--- src/common/erm_defs.svh ---
// register map constants for the error record group msi register bank
// assumes inclusion by the package and the design module
`ifndef ERM_DEFS_SVH
`define ERM_DEFS_SVH
`define ERM_OFF_ADDR_LO 12'hE90
`define ERM_OFF_ADDR_HI 12'hE94
`define ERM_OFF_PAYLOAD 12'hE98
`define ERM_OFF_ATTR 12'hE9C
`define ERM_OFF_ARCH_ID 12'hFBC
`define ERM_OFF_GRP_CFG 12'hFC8
`define ERM_ARCH_PRESENT 1'h1
`define ERM_ARCH_REV 4'h1
`define ERM_ADDR_LO_BIT 2
`define ERM_ADDR_HI_BIT 55
`define ERM_ATTR_SPACE_BIT 6
`define ERM_ATTR_EN_BIT 7
`define ERM_MAX_REC_FI 24
`define ERM_MAX_REC_NOFI 56
`endif

--- src/common/erm_pkg.sv ---
// types for the error record group msi register bank
// assumes erm_defs.svh is on the include path
`include "erm_defs.svh"
package erm_pkg;
  typedef enum logic [1:0] {
    ERM_SEC_SECURE = 2'h0,
    ERM_SEC_NONSECURE = 2'h1,
    ERM_SEC_REALM = 2'h2,
    ERM_SEC_ROOT = 2'h3
  } erm_space_e;

  typedef struct packed {
    logic valid;
    logic write;
    logic [11:0] addr;
    logic [31:0] wdata;
    erm_space_e space;
  } erm_req_s;

  typedef struct packed {
    logic valid;
    logic [63:0] addr;
    logic [31:0] data;
    logic non_secure;
  } erm_msi_s;

  typedef enum logic [1:0] {
    ERM_ST_IDLE = 2'h0,
    ERM_ST_SEND = 2'h1
  } erm_state_e;
endpackage : erm_pkg

--- src/rtl/erm_regs.sv ---
// register bank: discovery registers and error recovery msi configuration
// assumes a single-cycle word register port and an msi sink with ready
`timescale 1ns/1ps
`default_nettype none
`include "erm_defs.svh"

// How it works
// architecture id register readable at 0xFBC, read-only.
// bits 31:21 hold architect continuation code and id code.
// bit 20 always reads one.
// bits 19:16 report architecture revision.
// bits 15:12 report fixed architecture version.
// bits 11:0 report fixed architecture part number.
// group config register at 0xFC8, upper half reads zero.
// low half reports highest record index plus one, constant.
// record count capped at 24 with fault injection, else 56.
// 64-bit read/write msi address register at 0xE90.
// address register is the same storage as config array index two.
// address field bits 55:2, other bits read zero, used shifted.
// bits above implemented address width read zero; reset leaves unknown.
// 32-bit payload register at 0xE98, config array index three low.
// payload is whole msi write data; not reset.
// non-secure or realm writes ignored while space select is secure.
// alternative layout defines its own read and write behaviour.
// absent registers read zero and ignore writes.
// attribute bit 6 picks secure or non-secure target space.
// raised interrupt with enable sends one payload write to address.
module erm_regs #(
  parameter int PA_WIDTH = 48,
  parameter int NUM_RECORDS = 16,
  parameter bit FAULT_INJ = 1'b0,
  parameter bit IRQ_CFG_PRESENT = 1'b1,
  parameter bit RECOVERY_IRQ_PRESENT = 1'b1,
  parameter bit ALT_LAYOUT = 1'b0,
  // arbitrary neutral identity values
  parameter logic [3:0] ARCHITECT_CONT = 4'h0,
  parameter logic [6:0] ARCHITECT_CODE = 7'h00,
  parameter logic [3:0] ARCH_VERSION = 4'h0,
  parameter logic [11:0] ARCH_PART = 12'h000
) (
  // clock and reset
  input wire logic clk_in,
  input wire logic sys_rst_in,
  // register port
  input wire erm_pkg::erm_req_s req_in,
  output logic [31:0] rdata_out,
  output logic rvalid_out,
  // error recovery event
  input wire logic recovery_irq_in,
  // msi write toward the interrupt controller
  output erm_pkg::erm_msi_s msi_out,
  input wire logic msi_ready_in
);
  localparam int MAX_REC = FAULT_INJ ? `ERM_MAX_REC_FI : `ERM_MAX_REC_NOFI;
  localparam bit PRESENT = IRQ_CFG_PRESENT && (RECOVERY_IRQ_PRESENT || ALT_LAYOUT);

  initial
  begin
    if (NUM_RECORDS < 1 || NUM_RECORDS > MAX_REC)
      $error("record count out of range");
    if (PA_WIDTH < 3 || PA_WIDTH > `ERM_ADDR_HI_BIT + 1)
      $error("address width out of range");
  end

  // implemented address bits only; upper ones read zero
  localparam logic [63:0] ADDR_MASK =
    ((64'h1 << PA_WIDTH) - 64'h1) & ~64'h3;

  logic [63:0] addr_r; // irq_config_index_two storage
  logic [31:0] payload_r; // irq_config_index_three low half
  logic space_sel_r;
  logic msi_en_r;
  logic pending_r;
  erm_pkg::erm_msi_s msi_r;
  erm_pkg::erm_state_e state_r;

  logic wr;
  logic sec_lock;
  logic wr_ok;
  assign wr = req_in.valid && req_in.write;
  // a secure-targeted msi may only be retargeted by secure or root
  assign sec_lock = !ALT_LAYOUT && !space_sel_r &&
    (req_in.space == erm_pkg::ERM_SEC_NONSECURE || req_in.space == erm_pkg::ERM_SEC_REALM);
  assign wr_ok = wr && PRESENT && !sec_lock;

  // address: no reset, matches the unknown reset value of the field
  always_ff @(posedge clk_in)
  begin
    if (wr_ok && req_in.addr == `ERM_OFF_ADDR_LO)
      addr_r[31:0] <= req_in.wdata & ADDR_MASK[31:0];
    if (wr_ok && req_in.addr == `ERM_OFF_ADDR_HI)
      addr_r[63:32] <= req_in.wdata & ADDR_MASK[63:32];
  end

  // payload also left unreset
  always_ff @(posedge clk_in)
  begin
    if (wr_ok && req_in.addr == `ERM_OFF_PAYLOAD)
      payload_r <= req_in.wdata;
  end

  // attribute bits; alternative layout reuses the same simple storage
  always_ff @(posedge clk_in)
  begin
    if (sys_rst_in)
    begin
      msi_en_r <= 1'b0;
      space_sel_r <= 1'b0;
    end
    else if (wr_ok && req_in.addr == `ERM_OFF_ATTR)
    begin
      msi_en_r <= req_in.wdata[`ERM_ATTR_EN_BIT];
      if (req_in.space != erm_pkg::ERM_SEC_NONSECURE && req_in.space != erm_pkg::ERM_SEC_REALM)
        space_sel_r <= req_in.wdata[`ERM_ATTR_SPACE_BIT];
    end
  end

  // read path, one cycle latency
  always_ff @(posedge clk_in)
  begin
    if (sys_rst_in)
    begin
      rdata_out <= 32'h0000_0000;
      rvalid_out <= 1'b0;
    end
    else
    begin
      rvalid_out <= req_in.valid && !req_in.write;
      rdata_out <= 32'h0000_0000;
      if (req_in.valid && !req_in.write)
        case (req_in.addr)
          `ERM_OFF_ARCH_ID: rdata_out <= {ARCHITECT_CONT, ARCHITECT_CODE,
            `ERM_ARCH_PRESENT, `ERM_ARCH_REV, ARCH_VERSION, ARCH_PART};
          `ERM_OFF_GRP_CFG: rdata_out <= {16'h0000, 16'(NUM_RECORDS)};
          `ERM_OFF_ADDR_LO: rdata_out <= PRESENT ? addr_r[31:0] : 32'h0000_0000;
          `ERM_OFF_ADDR_HI: rdata_out <= PRESENT ? addr_r[63:32] : 32'h0000_0000;
          `ERM_OFF_PAYLOAD: rdata_out <= PRESENT ? payload_r : 32'h0000_0000;
          `ERM_OFF_ATTR: rdata_out <= PRESENT ?
            {24'h000000, msi_en_r, space_sel_r, 6'h00} : 32'h0000_0000;
          default: rdata_out <= 32'h0000_0000;
        endcase
    end
  end

  // recovery event latch; a new event merges with a queued one unless the sender takes that one in the same cycle
  always_ff @(posedge clk_in)
  begin
    if (sys_rst_in)
      pending_r <= 1'b0;
    else if (recovery_irq_in && msi_en_r && PRESENT)
      pending_r <= 1'b1;
    else if (state_r == erm_pkg::ERM_ST_IDLE && pending_r)
      pending_r <= 1'b0;
  end

  // msi sender: one write per pending event
  always_ff @(posedge clk_in)
  begin
    if (sys_rst_in)
    begin
      state_r <= erm_pkg::ERM_ST_IDLE;
      msi_r <= '0;
    end
    else
      case (state_r)
        erm_pkg::ERM_ST_IDLE:
          if (pending_r)
          begin
            msi_r.valid <= 1'b1;
            msi_r.addr <= addr_r & ADDR_MASK;
            msi_r.data <= payload_r;
            msi_r.non_secure <= space_sel_r;
            state_r <= erm_pkg::ERM_ST_SEND;
          end
        erm_pkg::ERM_ST_SEND:
          if (msi_ready_in)
          begin
            msi_r.valid <= 1'b0;
            state_r <= erm_pkg::ERM_ST_IDLE;
          end
        default: state_r <= erm_pkg::ERM_ST_IDLE;
      endcase
  end

  assign msi_out = msi_r;
endmodule : erm_regs
`default_nettype wire

--- config.mk ---
export PLATFORM = sky130hd
export DESIGN_NAME = erm_regs
export DESIGN_NICKNAME = d
export VERILOG_FILES = /design/src/common/erm_pkg.sv /design/src/rtl/erm_regs.sv
export VERILOG_INCLUDE_DIRS = /design/src /design/src/common
export SDC_FILE = /design/constraint.sdc
export NUM_CORES = 1
export LEC_CHECK = 0
export ABC_CLOCK_PERIOD_IN_PS = 5400
export BUFFER_PORTS_ARGS = -buffer_cell sky130_fd_sc_hd__buf_2
export CORE_UTILIZATION = 40
export CTS_CLUSTER_SIZE = 12
export DETAILED_ROUTE_END_ITERATION = 10
export SLEW_MARGIN = 10
export SYNTH_ARGS = -nofsm -noshare
export SYNTH_HDL_FRONTEND = slang
export SYNTH_SLANG_ARGS = --single-unit
--- constraint.sdc ---
create_clock -name clk_in -period 5.4 [get_ports clk_in]
set_clock_uncertainty 0.2 [all_clocks]
set_input_delay 0.54 -clock clk_in [delete_from_list [all_inputs] [get_ports clk_in]]
set_output_delay 0.54 -clock clk_in [all_outputs]
set_load 0.005 [all_outputs]
==> impl_metrics.py <==
metrics = {
    "critical_path": {
        "critPathCaptureType": "register",
        "crit_fanout": 32,
        "crit_path_start": "req_in[39]",
        "worstPathArrival_ns": 3.31,
        "required_ns": 5.24,
        "r2r-start": "space_sel_r$_SDFFE_PP0P_",
        "r2r_cells": 2,
        "slowest_stage": "nor2b_4",
        "cp-start-kind": "input port",
        "slowest_delay_ns": 0.99,
        "cp_cell_sequence": "buf_2 > nor4b_1 > and3_1 > nor2b_4",
        "r2r_end": "payload_r[20]$_DFFE_PP_",
        "rrSetupSlack_ns": 3.09,
        "worstSetupPathType": "in -> reg",
    },
    "final_layout": {
        "nets": 826,
        "drive_above_1_share_pct": 26.4,
        "syn2layout_area_growth_pct": 22.2,
        "post_layout_nonfiller_instances": 1008,
        "nFillCells": 1556,
        "postLayoutCoreUtil_pct": 50.3,
    },
    "detailed_routing": {
        "drt-total-wl_mm": 16.7,
        "drcViolationCount": 0,
        "dr.pass1.iters": 5,
        "detail_route.vias_per_cell": 4.96,
        "drt_iter0_drc": 247,
        "detailroute.via_count": 4996,
        "wire_per_inst_um": 16.5,
        "drtAntennaViolNets": 0,
    },
    "power_and_ir_drop": {
        "ir_worst_vdd_mv": 0.223,
        "power.density_nw_per_um2": 339,
        "power_leakage_nw": 3.22,
    },
    "clocking": {
        "clk_pin_slew_ns": 0.07,
        "clockRootBuffer": "clkbuf_16",
        "cts_num_sinks": 195,
        "postCtsSetupRepairBufs": 0,
        "ctsHoldBuffers": 0,
        "htreeDepth": 4,
        "clock_path_buffers": 2,
        "cts_tree": "done",
        "cts-buffers-inserted": 17,
        "postCtsResizedCells": 0,
        "clock_latency_ns": 0.43,
    },
    "timing": {
        "timing.final.max_slew_violations": 0,
        "fmax_mhz": 289,
        "rsz0062_at_grt": "false",
        "finalHoldViolCount": 0,
        "worst_slack_ns": 1.94,
        "hold_ws_ns": 0.101,
        "fin_setup_tns_ns": 0,
        "finalSetupViolCount": 0,
        "fin_crit_sh_pct": 64.1,
        "post-route-min-period_ns": 3.46,
        "max_slew_margin_pct": 30.1,
        "tightest_slew_ns": 1.05,
    },
    "floorplan": {
        "die-area_um2": 17700,
        "coreArea_um2": 16600,
        "pin_count": 183,
        "fp.dieW_um": 133,
        "die_y_um": 133,
        "initial_utilization_pct": 41.2,
        "rows": 47,
    },
    "hold_path": {
        "hold_class": "in -> reg",
        "hold_depth": 1,
        "min_from": "req_in[21]",
        "hold_path_end": "addr_r[19]$_DFFE_PP_",
    },
    "run": {
        "max_cap_violations": 0,
    },
    "global_route": {
        "grt_usage_pct": 19.4,
        "grt_max_degree": 85,
        "grt_pass1_vias": 4920,
        "antenna_found_initial": 2,
        "grt_pass1_wl_mm": 26.0,
        "grt_overflow": 0,
    },
    "placed_design": {
        "placedCellCount": 975,
        "gp_congestion": 0.782,
        "place_ws_ns": 1.49,
        "place_hpwl_mm": 11.2,
        "port_buffers": 164,
    },
    "synth": {
        "syn_area_per_cell_um2": 11.0,
        "seq_area_frac_synth_pct": 68.4,
        "yosysUniqueCellTypes": 42,
        "yosys_register_bits": 195,
        "synth-warning-count": 0,
        "syn_area_um2": 6850,
        "syn_inst": 625,
    },
    "run_status": {
        "outcome": "completed",
    },
}
-- critical path: cells and delay by family --
kind                   cells  cell delay, ns
buffers and inverters      1            0.12
and+or+nand+nor            3            2.63
-- kinds of logic after synthesis --
group	Yosys count	share of synthesized area, %
AND/OR/NAND/NOR	234	14.4
flip-flops	195	68.4
AO/OA/AOI/OAI	124	10.5
buffers and inverters	56	4.46
multiplexers	14	2.10
XOR/XNOR	1	0.128
other	1	0.0547
-- metrics by stage --
stage | instance area, µm² | power, mW
final | 8370 | 2.84
after global routing | 8370 | 2.93
after CTS | 8370 | 2.87
after detailed placement | 7780 | 1.63
after global placement | 7780 | 1.62
after floorplan | 6910 | 1.60
-- layer usage --
layer | part of all wire, % | wire, µm | up-vias | GRT usage, %
li1 | - | - | 2418 | -
met1 | 43 | 7160 | 2385 | 24.0
met2 | 48 | 8010 | 177 | 32.1
met3 | 7.6 | 1270 | 16 | 5.86
met4 | 1.4 | 234 | 0 | 6.58
met5 | 0 | 0 | - | 0
-- power breakdown --
part / leakage [nW] / internal (mW) / switching (mW) / total (mW)
Clock: 0.288 / 0.715 / 0.533 / 1.25
Sequential: 1.64 / 1.53 / 0.0000708 / 1.53
Combinational: 1.29 / 0.0230 / 0.0425 / 0.0655
-- cell type report --
| class | instances | area (µm²) | share of cell area, % |
|---|---|---|---|
| clock buffers | 22 | 464 | 5.55 |
| flip-flops and latches | 195 | 4680 | 56.0 |
| repair buffers | 168 | 851 | 10.2 |
| multi-input cells | 391 | 1970 | 23.5 |
| clock inverters | 10 | 123 | 1.47 |
| inverters | 1 | 3.75 | 0.0448 |
| diodes | 1 | 2.50 | 0.0299 |
| well taps | 220 | 275 | 3.29 |
-- how the worst max path moves through the flow --
stage | to | slack [ns]
after global routing | payload_r[10]$_DFFE_PP_ | 1.82
final | payload_r[20]$_DFFE_PP_ | 1.94
after CTS | payload_r[10]$_DFFE_PP_ | 1.94
after detailed placement | payload_r[5]$_DFFE_PP_ | 1.49
after global placement | payload_r[17]$_DFFE_PP_ | 1.66
after floorplan | addr_r[10]$_DFFE_PP_ | 1.75
-- flip-flops by register name, summed over array words and instances, names as in the netlist --
signal	flops
state_r	1
space_sel_r	1
msi_out	80
rvalid_out	1
payload_r	32
msi_en_r	1
rdata_out	32
pending_r	1
addr_r	46
-- Yosys cell counts --
| master | n | area (µm²) |
|---|---|---|
| o31ai_1 | 2 | 15.0 |
| a21oi_1 | 94 | 470 |
| or4b_1 | 1 | 10.0 |
| and3_1 | 3 | 18.8 |
| o21ai_0 | 1 | 5.00 |
| nor3b_1 | 2 | 15.0 |
| nor2b_1 | 3 | 18.8 |
| nand4_1 | 3 | 18.8 |
| buf_6 | 2 | 22.5 |
| nor4b_2 | 1 | 15.0 |
| and2_1 | 1 | 6.26 |
| buf_1 | 5 | 18.8 |
| a222oi_1 | 2 | 20.0 |
| or4bb_1 | 1 | 11.3 |
| dfxtp_1 | 117 | 2340 |
| a22oi_1 | 15 | 113 |
| a21boi_4 | 1 | 18.8 |
| nand2_1 | 161 | 604 |
| nor4_1 | 1 | 6.26 |
| nor3_1 | 3 | 15.0 |
| xnor2_1 | 1 | 8.76 |
| inv_1 | 1 | 3.75 |
| a221oi_1 | 2 | 17.5 |
| a22o_1 | 1 | 8.76 |
| o21bai_1 | 1 | 7.51 |
| mux2_2 | 3 | 33.8 |
| mux2i_1 | 11 | 110 |
| edfxtp_1 | 78 | 2340 |
| nand3b_1 | 1 | 7.51 |
| o2111ai_1 | 1 | 8.76 |
| a2bb2o_1 | 1 | 10.0 |
| clkbuf_1 | 24 | 90.1 |
| a32oi_1 | 3 | 26.3 |
| buf_2 | 4 | 20.0 |
| nor4b_1 | 1 | 8.76 |
| nand2b_1 | 3 | 18.8 |
| or3_1 | 1 | 6.26 |
| conb_1 | 1 | 3.75 |
| and4_1 | 1 | 8.76 |
| nor2_1 | 46 | 173 |
| nor4_4 | 1 | 21.3 |
| buf_4 | 20 | 150 |
-- cell usage in the layout, fill, tap and decap left out, drive strengths merged, types with 3 or more instances in the layout --
cell      n
edfxtp   78
a21oi    94
nand4     3
clkbuf   22
nor2b     3
and3      3
mux2      3
mux2i    11
nand2   161
nand2b    3
inv       7
dfxtp   117
a32oi     3
a22oi    15
nor2     46
buf     168
nor3      3
conb     18
No activity file was read; power rests on OpenSTA's default activity.
